--- src/design/smt_pkg.sv ---
// Purpose: shared constants and types for the special-mode / timer A link
// Assumes: one 40 MHz clock on both ends, 16-bit framed serial link
// Notes: register offsets on the link are 5-bit addresses
package smt_pkg;
  localparam int CLK_NS = 25;
  localparam int RST_HOLD_NS = 1000;
  localparam int RST_HOLD_CYC = (RST_HOLD_NS + CLK_NS - 1) / CLK_NS;
  localparam int SCLK_HALF_NS = 200;
  localparam int SCLK_HALF_CYC = SCLK_HALF_NS / CLK_NS;
  localparam logic [7:0] HOLD_MAX = 8'(RST_HOLD_CYC - 1);
  localparam logic [7:0] HALF_MAX = 8'(SCLK_HALF_CYC - 1);
  localparam logic [4:0] ADDR_SPE = 5'h09;
  localparam logic [4:0] ADDR_TIMA = 5'h0A;
  localparam logic [7:0] SPE_RESET = 8'h00;
  localparam logic [7:0] TIMA_RESET = 8'h1E;
  localparam logic [1:0] OP_READ = 2'h0;
  localparam logic [1:0] OP_WRITE = 2'h1;
  localparam logic [1:0] SEL_RESET = 2'h0;
  localparam logic [1:0] SEL_SETUP = 2'h1;
  localparam logic [1:0] SEL_REPROG = 2'h2;
  localparam logic [15:0] RND_READ_CMD = 16'h1300;
  localparam logic [4:0] FRAME_BITS = 5'h10;
  localparam logic [4:0] BYTE_BITS = 5'h08;
  localparam int PAR_POS = 8;
  localparam logic [5:0] LFSR_SEED = 6'h2D;
  // Link pins at rest, ordered {sclk, cs_n, mosi}
  localparam logic [2:0] PIN_IDLE = 3'h2;
  localparam logic [1:0] KEEP_MASK = 2'h0;
  localparam logic [3:0] FLIP_MASK = 4'hF;
  localparam logic [5:0] OC_BASE_LO = 6'h03;
  localparam logic [5:0] OC_BASE_HI = 6'h04;
  localparam logic [10:0] WD_BASE0 = 11'h005;
  localparam logic [10:0] WD_BASE1 = 11'h006;
  localparam logic [10:0] WD_BASE2 = 11'h007;
  localparam logic [10:0] WD_BASE3 = 11'h008;
  // Controller register map, byte addresses
  localparam logic [3:0] REG_CMD = 4'h0;
  localparam logic [3:0] REG_RESP = 4'h4;
  localparam logic [3:0] REG_STAT = 4'h8;
  localparam logic [3:0] REG_CFG = 4'hC;
  localparam logic [1:0] RESP_OKAY = 2'h0;
  localparam logic [1:0] RESP_SLVERR = 2'h2;
  typedef enum logic [1:0] {
    SMT_SETUP, SMT_NORMAL, SMT_RESET, SMT_REPROG
  } smt_mode_type;

  // Even parity over the whole word, bit 8 left out
  function automatic logic smt_par(input logic [15:0] w);
    return ^{w[15:PAR_POS+1], w[PAR_POS-1:0]};
  endfunction
endpackage

--- src/design/smt_link_if.sv ---
// Purpose: four-wire serial link between controller and register device
// Assumes: controller drives clock and select, device drives miso
// Notes: clock idles low; data sampled on rising edge
interface smt_link_if;
  logic sclk;
  logic cs_n;
  logic mosi;
  logic miso;
  modport dev (input sclk, input cs_n, input mosi, output miso);
  modport ctl (output sclk, output cs_n, output mosi, input miso);
endinterface

--- src/design/smt_dev.sv ---
// Purpose: special-mode select and timer A registers behind the serial link
// Assumes: link pins asynchronous to ref_clk, half clock period >= 8 cycles
// Notes: mode changes over the link need the secured read-then-write pair
// Function
// RULE1: top two data bits choose mode
// RULE2: secured access is read then write
// RULE3: read 0x1300 returns six-bit code
// RULE4: setup return writes 0x52, 01, inverted code
// RULE5: setup return only from normal mode
// RULE6: safe low only in setup, secured
// RULE7: safe write keeps bits 5:4, inverts 3:0
// RULE8: reset and reprog use same sequence
// RULE9: reprog mode allows watchdog lengthening
// RULE10: reset selection enters reset mode
// RULE11: mode and code fields clear on reset
// RULE12: timer A holds overcurrent and watchdog fields
// RULE13: overcurrent 3..24 or 4..32 ms
// RULE14: watchdog 2.5 ms doubling, scaled
// RULE15: parity bit checked or must be zero
// RULE16: mismatched secured write is ignored
module smt_dev
  import smt_pkg::*;
(
  input wire logic ref_clk,
  input wire logic rst,
  smt_link_if.dev link,
  input wire logic parity_en,
  input wire logic enter_normal,
  output smt_mode_type mode,
  output logic safe_low,
  output logic wd_extend_ok,
  output logic [7:0] special_mode_select,
  output logic [7:0] timer_a_overcurrent_watchdog,
  output logic [5:0] oc_time_ms,
  output logic [10:0] wd_period_half_ms,
  output logic frame_error
);
  typedef struct packed {
    logic [2:0] s1;
    logic [2:0] s2;
    logic [2:0] s3;
    logic [2:0] filt;
    logic [15:0] sh_in;
    logic [15:0] sh_out;
    logic [4:0] cnt;
    logic [5:0] lfsr;
    logic [5:0] code;
    logic armed;
    logic rnd_frame;
    logic [7:0] hold;
    smt_mode_type mode;
    logic [7:0] spe;
    logic [7:0] tima;
    logic safe_low;
    logic miso;
    logic [5:0] oc;
    logic [10:0] wd;
    logic ferr;
    logic ext;
  } smt_dev_type;

  smt_dev_type st;
  smt_dev_type next_st;

  function automatic logic [5:0] oc_of(input logic [7:0] r);
    return (r[7] ? OC_BASE_HI : OC_BASE_LO) << r[6:5];
  endfunction

  function automatic logic [10:0] wd_of(input logic [7:0] r);
    logic [10:0] b;
    b = WD_BASE0;
    case (r[4:3])
      2'h1: b = WD_BASE1;
      2'h2: b = WD_BASE2;
      2'h3: b = WD_BASE3;
      default: b = WD_BASE0;
    endcase
    return b << r[2:0];
  endfunction

  function automatic logic [7:0] read_data(input logic [15:0] w, input logic [5:0] c,
                                           input logic [7:0] spe, input logic [7:0] tima);
    logic [7:0] d;
    d = 8'h00;
    if (w[15:8] == RND_READ_CMD[15:8]) begin
      d = {2'h0, c}; // RULE3
    end else if (w[13:9] == ADDR_SPE) begin
      d = spe;
    end else if (w[13:9] == ADDR_TIMA) begin
      d = tima;
    end
    return d;
  endfunction

  logic rise;
  logic fall;
  logic cs_fall;
  logic cs_rise;
  logic [15:0] word;
  logic par_ok;
  logic [5:0] inv_code;
  logic [5:0] safe_code;

  always_comb begin
    next_st = st;
    rise = 1'b0;
    fall = 1'b0;
    cs_fall = 1'b0;
    cs_rise = 1'b0;
    word = st.sh_in;
    par_ok = 1'b0;
    inv_code = ~st.code;
    safe_code = st.code ^ {KEEP_MASK, FLIP_MASK}; // RULE7
    // Three-stage sync; a change counts once stages two and three agree
    next_st.s1 = {link.sclk, link.cs_n, link.mosi};
    next_st.s2 = st.s1;
    next_st.s3 = st.s2;
    for (int i = 0; i < 3; i++) begin
      if (st.s2[i] == st.s3[i]) begin
        next_st.filt[i] = st.s3[i];
      end
    end
    rise = next_st.filt[2] & ~st.filt[2] & ~st.filt[1];
    fall = ~next_st.filt[2] & st.filt[2] & ~st.filt[1];
    cs_fall = ~next_st.filt[1] & st.filt[1];
    cs_rise = next_st.filt[1] & ~st.filt[1];
    next_st.lfsr = {st.lfsr[4:0], st.lfsr[5] ^ st.lfsr[4]};
    next_st.ferr = 1'b0;
    if (cs_fall) begin
      next_st.cnt = 5'h00;
      next_st.sh_out = 16'h0000;
      next_st.miso = 1'b0;
      next_st.rnd_frame = 1'b0;
    end
    if (rise && st.cnt != FRAME_BITS) begin
      next_st.sh_in = {st.sh_in[14:0], st.filt[0]};
      next_st.cnt = st.cnt + 5'h01;
      if (st.cnt == BYTE_BITS - 5'h01 && st.sh_in[6:5] == OP_READ) begin
        // Read answer goes out in the second byte of the same frame
        if ({st.sh_in[6:0], st.filt[0]} == RND_READ_CMD[15:8]) begin
          next_st.code = st.lfsr; // RULE3
          next_st.rnd_frame = 1'b1;
        end
        next_st.sh_out[14:7] = read_data({st.sh_in[6:0], st.filt[0], 8'h00},
                                         st.lfsr, st.spe, st.tima);
      end
    end
    if (fall) begin
      next_st.sh_out = {st.sh_out[14:0], 1'b0};
      next_st.miso = st.sh_out[14];
    end
    if (cs_rise) begin
      par_ok = parity_en ? (smt_par(word) == word[PAR_POS]) : ~word[PAR_POS]; // RULE15
      next_st.armed = 1'b0; // RULE2
      if (st.cnt != FRAME_BITS || (word[15:14] == OP_WRITE && !par_ok)) begin
        next_st.ferr = 1'b1;
      end else if (st.rnd_frame && word[7:0] == RND_READ_CMD[7:0]) begin
        next_st.armed = 1'b1; // RULE2
      end else if (word[15:14] == OP_WRITE && word[13:9] == ADDR_TIMA) begin
        next_st.tima = word[7:0]; // RULE12
      end else if (word[15:14] == OP_WRITE && word[13:9] == ADDR_SPE && st.armed) begin
        // Any other pattern leaves mode and safe output alone
        case (word[7:6]) // RULE1 RULE16
          SEL_SETUP: begin
            if (word[5:0] == inv_code && st.mode == SMT_NORMAL) begin
              next_st.mode = SMT_SETUP; // RULE4 RULE5
              next_st.spe = word[7:0];
            end else if (word[5:0] == safe_code && st.mode == SMT_SETUP) begin
              next_st.safe_low = 1'b1; // RULE6 RULE7
              next_st.spe = word[7:0];
            end
          end
          SEL_RESET: begin
            if (word[5:0] == inv_code) begin
              next_st.mode = SMT_RESET; // RULE8 RULE10
              next_st.hold = 8'h00;
              next_st.spe = word[7:0];
            end
          end
          SEL_REPROG: begin
            if (word[5:0] == inv_code) begin
              next_st.mode = SMT_REPROG; // RULE8
              next_st.spe = word[7:0];
            end
          end
          default: begin
            next_st.ferr = 1'b1;
          end
        endcase
      end
    end
    // Reset mode is held a fixed time, then falls back to setup
    case (st.mode)
      SMT_RESET: begin
        next_st.hold = st.hold + 8'h01;
        if (st.hold == HOLD_MAX) begin
          next_st.mode = SMT_SETUP; // RULE10
        end
      end
      SMT_SETUP: begin
        if (enter_normal) begin
          next_st.mode = SMT_NORMAL;
        end
      end
      SMT_NORMAL, SMT_REPROG: begin
      end
      default: begin
        next_st.mode = SMT_SETUP;
      end
    endcase
    next_st.oc = oc_of(next_st.tima); // RULE13
    next_st.wd = wd_of(next_st.tima); // RULE14
    next_st.ext = (next_st.mode == SMT_REPROG); // RULE9
  end

  always_ff @(posedge ref_clk or posedge rst) begin
    if (rst) begin
      st <= '0;
      // Idle levels, so no false edge follows reset
      st.s1 <= PIN_IDLE;
      st.s2 <= PIN_IDLE;
      st.s3 <= PIN_IDLE;
      st.filt <= PIN_IDLE;
      st.lfsr <= LFSR_SEED;
      st.spe <= SPE_RESET; // RULE11
      st.code <= 6'h00; // RULE11
      st.tima <= TIMA_RESET;
      st.mode <= SMT_SETUP;
      st.oc <= OC_BASE_LO;
      st.wd <= WD_BASE3 << 3'h6;
    end else begin
      st <= next_st;
    end
  end

  assign link.miso = st.miso;
  assign mode = st.mode;
  assign safe_low = st.safe_low;
  assign wd_extend_ok = st.ext; // RULE9
  assign special_mode_select = st.spe;
  assign timer_a_overcurrent_watchdog = st.tima;
  assign oc_time_ms = st.oc;
  assign wd_period_half_ms = st.wd;
  assign frame_error = st.ferr;
endmodule

--- src/flat_wrapper.sv ---
// flat-port wrapper written by rule: the top's interface ports become plain ports
module smt_dev_flat import smt_pkg::*;
  (ref_clk, rst, parity_en, enter_normal, mode, safe_low, wd_extend_ok, special_mode_select, timer_a_overcurrent_watchdog, oc_time_ms, wd_period_half_ms, frame_error, link_sclk, link_cs_n, link_mosi, link_miso);
  smt_link_if link_i ();
  input wire logic ref_clk;
  input wire logic rst;
  input wire logic parity_en;
  input wire logic enter_normal;
  output smt_mode_type mode;
  output logic safe_low;
  output logic wd_extend_ok;
  output logic [7:0] special_mode_select;
  output logic [7:0] timer_a_overcurrent_watchdog;
  output logic [5:0] oc_time_ms;
  output logic [10:0] wd_period_half_ms;
  output logic frame_error;
  input wire logic [$bits(link_i.sclk)-1:0] link_sclk;
  input wire logic [$bits(link_i.cs_n)-1:0] link_cs_n;
  input wire logic [$bits(link_i.mosi)-1:0] link_mosi;
  output wire logic [$bits(link_i.miso)-1:0] link_miso;
  assign link_i.sclk = link_sclk;
  assign link_i.cs_n = link_cs_n;
  assign link_i.mosi = link_mosi;
  assign link_miso = link_i.miso;
  smt_dev u_core (.ref_clk(ref_clk), .rst(rst), .link(link_i), .parity_en(parity_en), .enter_normal(enter_normal), .mode(mode), .safe_low(safe_low), .wd_extend_ok(wd_extend_ok), .special_mode_select(special_mode_select), .timer_a_overcurrent_watchdog(timer_a_overcurrent_watchdog), .oc_time_ms(oc_time_ms), .wd_period_half_ms(wd_period_half_ms), .frame_error(frame_error));
endmodule
--- config.mk ---
export PLATFORM = sky130hd
export DESIGN_NAME = smt_dev_flat
export DESIGN_NICKNAME = d
export VERILOG_FILES = /design/src/design/smt_pkg.sv /design/src/design/smt_link_if.sv /design/src/design/smt_dev.sv /design/src/flat_wrapper.sv
export SDC_FILE = /design/constraint.sdc
export NUM_CORES = 1
export LEC_CHECK = 0
export ABC_CLOCK_PERIOD_IN_PS = 3760
export BUFFER_PORTS_ARGS = -buffer_cell sky130_fd_sc_hd__buf_4
export CAP_MARGIN = 40
export CORE_ASPECT_RATIO = 1.75
export CORE_UTILIZATION = 54
export DETAILED_ROUTE_END_ITERATION = 8
export PLACE_DENSITY = 0.85
export SLEW_MARGIN = 15
export SYNTH_ARGS = -nofsm -noshare
export SYNTH_HDL_FRONTEND = slang
export SYNTH_SLANG_ARGS = --single-unit
--- constraint.sdc ---
create_clock -name ref_clk -period 3.76 [get_ports ref_clk]
set_input_delay 0.752 -clock ref_clk [delete_from_list [all_inputs] [get_ports ref_clk]]
set_output_delay 0.752 -clock ref_clk [all_outputs]
set_load 0.02 [all_outputs]
==> results of run 1 <==
==> state kept, by name (all words and copies together) (netlist names) <==
register and count:
u_core.wd_period_half_ms 11, u_core.st 34, u_core.word 16, u_core.mode 2, u_core.wd_extend_ok 1, u_core.safe_low 1, u_core.timer_a_overcurrent_watchdog 8, u_core.oc_time_ms 6
u_core.frame_error 1, u_core.safe_code 2, u_core.next_st 11, u_core.special_mode_select 8, u_core.link.miso 1
==> how the worst min path moves through the flow <==
stage / start / end / slack, ns
5_1_grt: u_core.next_st[104] / u_core.next_st[101] / 0.36
3_3_place_gp: u_core.next_st[104] / u_core.next_st[101] / 0.33
2_1_floorplan: u_core.next_st[104] / u_core.next_st[101] / 0.33
6_report: u_core.next_st[104] / u_core.next_st[101] / 0.35
3_5_place_dp: u_core.next_st[104] / u_core.next_st[101] / 0.34
4_1_cts: u_core.next_st[104] / u_core.next_st[101] / 0.35
==> final cells by class <==
class                   count  share of cell area [%]
well taps                 122                   2.630
inverters                  25                   1.660
flip-flops and latches    102                   44.31
multi-input cells         340                   38.36
clock inverters             7                   1.401
clock buffers               9                   3.881
repair buffers             60                   7.762
==> per-layer routing <==
layer	up-vias	global-route usage [%]	wire [um]
li1	1778	-	-
met1	1879	27.44	4475
met2	94	43.19	5997
met3	28	4.775	420
met4	0	12.61	418
met5	-	0	0
==> through the flow <==
stage          cell area [um^2]  power, mW  hold WS [ns]  worst slack (ns)  util, %
6_report                   5803      2.530        0.3484            0.1694    61.68
5_1_grt                    5803      2.627        0.3560           0.02722    61.68
4_1_cts                    5788      2.531        0.3511            0.1483    61.52
3_5_place_dp               5482      1.578        0.3358            0.1480    58.26
3_3_place_gp               5482      1.562        0.3342            0.2720    58.26
2_1_floorplan              5238      1.466        0.3312           0.02503        -
==> logic make-up after synthesis <==
logic type | share of synthesized area [%]
multiplexers | 5.526
AND/OR/NAND/NOR | 16.41
flip-flops | 49.16
XOR/XNOR | 3.708
adder cells (fa/ha/maj) | 5.646
AO/OA/AOI/OAI | 11.01
buffers and inverters | 8.541
==> where the power goes <==
| part | leakage (nW) | switching [mW] | internal, mW |
|---|---|---|---|
| sequential | 1.29 | 0.0460 | 1.15 |
| clock | 0.152 | 0.437 | 0.525 |
| combinational | 1.25 | 0.229 | 0.140 |
==> cells in the mapped netlist, types with 3 or more instances <==
| master | count | area share (%) |
|---|---|---|
| buf_4 | 37 | 5.3 |
| dfrtp_1 | 87 | 42 |
| ha_1 | 22 | 5.3 |
| xnor2_1 | 3 | 0.50 |
| o31a_1 | 3 | 0.50 |
| or4_1 | 3 | 0.43 |
| and3_1 | 3 | 0.36 |
| mux2_2 | 19 | 4.1 |
| nand3_1 | 20 | 1.9 |
| xor2_1 | 11 | 1.8 |
| and2_1 | 6 | 0.72 |
| nor2b_1 | 4 | 0.48 |
| a21oi_1 | 13 | 1.2 |
| dfstp_2 | 15 | 7.5 |
| a22oi_1 | 8 | 1.1 |
| mux2i_1 | 6 | 1.1 |
| o21ai_0 | 45 | 4.3 |
| nand4_1 | 6 | 0.72 |
| a31oi_1 | 8 | 0.96 |
| clkbuf_1 | 13 | 0.93 |
| nand2b_1 | 3 | 0.36 |
| o22ai_1 | 3 | 0.36 |
| inv_1 | 24 | 1.7 |
| nor3_1 | 7 | 0.67 |
| nor2_1 | 39 | 2.8 |
| nand2_1 | 69 | 5.0 |
==> timing repair <==
action	4_1_cts	5_1_grt
gates resized for setup	0	1
setup buffers	0	0
setup endpoints to repair	0	1
==> qor.yml, run 1 <==
run_status:
  status: "completed"
final_layout:
  antenna_cells: 0
  final_cell_mix: "dfrtp_1 (87), nand2_1 (69), buf_4 (59)"
  drive_gt1_share_pct: 23.76
  num-fill-cells: 732
  fin_cells: 665
  layout_commonest_cell: "dfrtp_1"
  final_nets: 567
  layout.area.seq_um2: 2571
  multi_input_area_um2: 2226
  area_delta_synth_final_pct: 10.96
detailed_routing:
  vias: 3779
  drt_iter0_markers: 364
  firstDrtPassIters: 6
  wl_per_cell_um: 17.01
  drc: 0
  ant_nets: 0
  via_per_inst: 5.683
  drt_wl_total_um: 11310
setup_path:
  crit_family: "multiplexers"
  worstPathMaxFanout: 6
  crit_path_max_incr_delay_ns: 0.45
  r2r_slack_ns: 0.17
  crit_end: "u_core.wd_period_half_ms[2]"
  start_kind: "flip-flop"
  cp.depth: 14
  ff2ff_path_depth: 14
  rr_endpoint: "u_core.wd_period_half_ms[2]"
  critPathBufInv: 2
  crit_arrival_ns: 3.87
  cp-startpoint: "u_core.word[4]"
  rr_startpoint: "u_core.word[4]"
  cp_cell_sequence: "inv_1 -> ha_1 -> xnor2_1 -> xnor3_1 -> nand4_1 -> nand3_2 -> nor3_4 -> mux2_2 -> ha_1 -> inv_1 -> mux2_2 -> mux2_4 -> and2_4 -> a211oi_2"
  worstSetupEndpointType: "flip-flop"
  crit_type: "flip-flop to flip-flop"
  critPathRequiredTime_ns: 4.03
  cpMaxStageDelayCell: "dfrtp_1"
global_route:
  grt_pass1_vias: 4009
  overflow: 0
  antenna_found_initial: 0
  track_usage_pct: 24.38
  grt_pass1_wl_um: 19210
  grt_max_degree: 60
timing:
  tns_ns: 0
  maxSlewViolCount: 0
  hold_violations: 0
  fin_crit_ns: 3.591
  fmax_ghz: 0.2785
  setup_viol: 0
  min_period_over_period_pct: 95.50
  relSlewSlack_pct: 51.49
  rsz0062_at_grt: "false"
  fin_skew_ns: 0.01038
  worst_pin_slew_ns: 0.7277
pwr:
  vdd_drop_max_v: 0.0003137
  power_density_nw_per_um2: 436.0
  p_leak_nw: 2.689
clock_tree:
  cts-root-buf: "clkbuf_16"
  clkLatencyLatePin_ns: 0.36
  clockBufferDepth: 2
  cts_buffers: 9
  cts_hold_buf: 0
  cts_sinks: 102
  cts_tree: "built"
  htree_levels: 3
  cts.clk_slew.worst_paths_ns: 0.07
floorplan:
  start_util_pct: 55.59
  dieArea_um2: 10100
  coreArea_um2: 9409
  ios: 46
  die_w_um: 76.40
  dieHeight_um: 132.2
  row_count: 47
min_path:
  min_path_type: "flip-flop to flip-flop"
  min_path_cells: 0
synthesis:
  synth_edf_count: 0
  synth_area_um2: 5230
  synth-warning-count: 0
  syn_inst: 520
  synth_ff_type: "dfrtp_1"
  yosysSeqAreaShare_pct: 49.16
  synth.distinct_cells: 62
  synth_fp_nets: 549
  synthArstFlopShare_pct: 100.0
  postSynthAreaPerCell_um2: 10.06
  synth_seq_cells: 102
run:
  cap_violations: 0
place:
  hpwl_um: 8170
  dp_cells: 648
  io_buffers: 45
  place_congestion: 0.8877
(Power assumes the default switching activity.)
==> run 2: changes to the inputs <==
Settings changed: ABC_AREA set to 1.
==> run 2 against run 1 <==
Against the previous run:
- combinational power is 18% higher
- fmax is 13% higher
- largest cell class unchanged
- non-clock buffer count is 11 lower
- sequential share of layout area is 0.12 points lower
- design area is 0.28% higher
- power is 1.1% higher
- hold slack worse by 0.080 ns
- clock power is 7.8% lower
- wire length is 5.3% higher
- synthesized cell count is 16% higher
==> qor.yml, run 2 <==
run_status:
  status: "completed"
global_route:
  grt_pass1_wl_um: 20000
  grt_max_degree: 67
  grt_pass1_vias: 4284
  track_usage_pct: 25.27
  antenna_found_initial: 0
  overflow: 0
detailed_routing:
  wl_per_cell_um: 15.92
  drc: 0
  drt_iter0_markers: 246
  ant_nets: 0
  vias: 4140
  drt_wl_total_um: 11910
  via_per_inst: 5.535
  firstDrtPassIters: 5
final_layout:
  multi_input_area_um2: 2095
  fin_cells: 748
  area_delta_synth_final_pct: 10.21
  drive_gt1_share_pct: 18.05
  final_cell_mix: "nand2_1 (124), dfrtp_1 (87), inv_1 (78)"
  largest_reg_flops: 34
  antenna_cells: 0
  layout_commonest_cell: "nand2_1"
  final_nets: 650
  layout.area.seq_um2: 2571
  num-fill-cells: 755
  regMostFlops: "u_core.st"
setup_path:
  crit_arrival_ns: 3.40
  cp_cell_sequence: "inv_1 -> ha_1 -> nand2_1 -> inv_1 -> nor2_1 -> nand2_1 -> nand2_1 -> nand3_1 -> nand3_1 -> nand2_1 -> nand3_4 -> nand4_1 -> o21ai_2 -> inv_1 -> ha_1 -> nand3_1 -> nand3_1 -> nand3_1 -> nand2_1"
  crit_path_max_incr_delay_ns: 0.49
  worstSetupEndpointType: "flip-flop"
  rr_startpoint: "u_core.word[4]"
  critPathRequiredTime_ns: 3.99
  rr_endpoint: "u_core.wd_period_half_ms[6]"
  ff2ff_path_depth: 19
  start_kind: "flip-flop"
  r2r_slack_ns: 0.59
  cpMaxStageDelayCell: "dfrtp_1"
  crit_type: "flip-flop to flip-flop"
  worstPathMaxFanout: 7
place:
  dp_cells: 731
  place_congestion: 0.9718
  hpwl_um: 8698
  io_buffers: 45
floorplan:
  row_count: 47
  die_w_um: 76.75
  start_util_pct: 55.77
  dieArea_um2: 10190
  coreArea_um2: 9468
  ios: 46
  dieHeight_um: 132.8
timing:
  rsz0062_at_grt: "false"
  fmax_ghz: 0.3156
  worst_pin_slew_ns: 0.6287
  hold_ws_ns: 0.2680
  hold_violations: 0
  fin_skew_ns: 0.008598
  setup_viol: 0
  maxSlewViolCount: 0
  min_period_over_period_pct: 84.28
  fin_crit_ns: 3.169
  relSlewSlack_pct: 57.86
  tns_ns: 0
clock_tree:
  postCtsSetupBuffers: 0
  post_cts_resized: 0
  clkLatencyLatePin_ns: 0.34
  cts-root-buf: "clkbuf_16"
  htree_levels: 3
  clockBufferDepth: 2
  cts_sinks: 102
  cts_buffers: 9
  cts_hold_buf: 0
  cts_tree: "built"
  cts.clk_slew.worst_paths_ns: 0.07
pwr:
  power_frac_seq_pct: 48.2
  vdd_drop_max_v: 0.0002793
  power_frac_comb_pct: 17.1
  switchingPower_uw: 762.0
  p_int_mw: 1.796
  p_total_mw: 2.558
  power_density_nw_per_um2: 439.5
  p_leak_nw: 2.953
  switching_share_pct: 29.79
  p_clk_share_pct: 34.7
synthesis:
  yosysTopAreaCellShare_pct: 41.23
  synthArstFlopShare_pct: 100.0
  synth.most_common_cell: "nand2_1"
  yosysSeqAreaShare_pct: 48.70
  synth_seq_cells: 102
  synthTopCellsByArea: "dfrtp_1 (41%), nand2_1 (8.8%), dfstp_2 (7.5%)"
  synth_area_um2: 5280
  syn_inst: 602
  synth-warning-count: 0
  postSynthAreaPerCell_um2: 8.771
  synth_commonest_cells: "nand2_1 (124), dfrtp_1 (87), inv_1 (79), nor2_1 (49), nand3_1 (41)"
  yosys.area.top_type: "dfrtp_1"
  synth_fp_nets: 631
  synth.distinct_cells: 42
  synth_edf_count: 0
  synth_ff_type: "dfrtp_1"
min_path:
  min_path_type: "input pin to asynchronous set/reset pin"
run:
  cap_violations: 0
[run 2: cell count changes in the layout (fill, tap and decap cells not counted), moves of 5 or more]
cell | previous run | this run
buf_4 | 59 | 48
o21ai_0 | 45 | 37
inv_2 | 0 | 5
a22oi_1 | 8 | 0
nor2_1 | 39 | 49
mux2_2 | 19 | 6
mux2i_1 | 6 | 0
and2_1 | 6 | 0
nand3_1 | 20 | 41
xor2_1 | 11 | 4
nand4_1 | 6 | 11
nand2_1 | 69 | 124
inv_1 | 23 | 78
o21ai_2 | 0 | 5
[run 2: area by class of cell]
cell class	count	area share, %
flip-flops and latches	102	44.18
multi-input cells	373	35.99
repair buffers	49	6.665
inverters	86	5.590
clock buffers	12	4.408
well taps	122	2.623
clock inverters	4	0.5375
[run 2: cell families after synthesis]
kind of cell	count (synthesis)	share of synthesized area, %
buffers and inverters	127	11.64
multiplexers	6	1.280
XOR/XNOR	9	1.493
AND/OR/NAND/NOR	254	22.30
adder cells (fa/ha/maj)	24	5.592
flip-flops	102	48.70
AO/OA/AOI/OAI	80	9.005
[run 2: metal layers]
metal / up-vias / global-route usage [%] / wire (um)
met5: - / 0 / 0
met4: 0 / 20.62 / 896
met3: 65 / 4.069 / 440
met2: 139 / 44.05 / 6289
met1: 1974 / 26.32 / 4280
li1: 1962 / - / -
[run 2: power groups by stage]
| stage | sequential, mW | clock, mW | combinational [mW] |
|---|---|---|---|
| final | 1.23 | 0.887 | 0.437 |
| after global routing | 1.24 | 0.937 | 0.488 |
| after CTS | 1.23 | 0.896 | 0.430 |
| after detailed placement | 1.25 | 0 | 0.412 |
| after global placement | 1.24 | 0 | 0.392 |
| after floorplan | 1.23 | 0 | 0.316 |
[run 2: through the flow]
step	area (um^2)	worst slack [ns]	util [%]
global placement	5504	0.8216	58.13
CTS	5792	0.6067	61.17
finish	5819	0.5912	61.46
global route	5819	0.2715	61.46
floorplan	5280	0.3573	-
detailed placement	5504	0.7162	58.13
[run 2: how the worst max path moves through the flow]
stage	cells after the start	endpoint	slack [ns]	start
2_1_floorplan	1	u_core.frame_error	0.36	rst
3_3_place_gp	19	u_core.wd_period_half_ms[6]	0.82	u_core.word[6]
3_5_place_dp	19	u_core.wd_period_half_ms[4]	0.72	u_core.word[6]
4_1_cts	19	u_core.wd_period_half_ms[6]	0.61	u_core.word[6]
5_1_grt	18	u_core.wd_period_half_ms[6]	0.27	u_core.word[6]
6_report	19	u_core.wd_period_half_ms[6]	0.59	u_core.word[4]
[run 2: critical path: cells and delay by family, from the launching register on]
family	cells	cell delay, ns
compound gates	1	0.25
simple gates	13	1.33
flops	1	0.49
fa+ha+maj	2	0.67
buf+inv	3	0.32
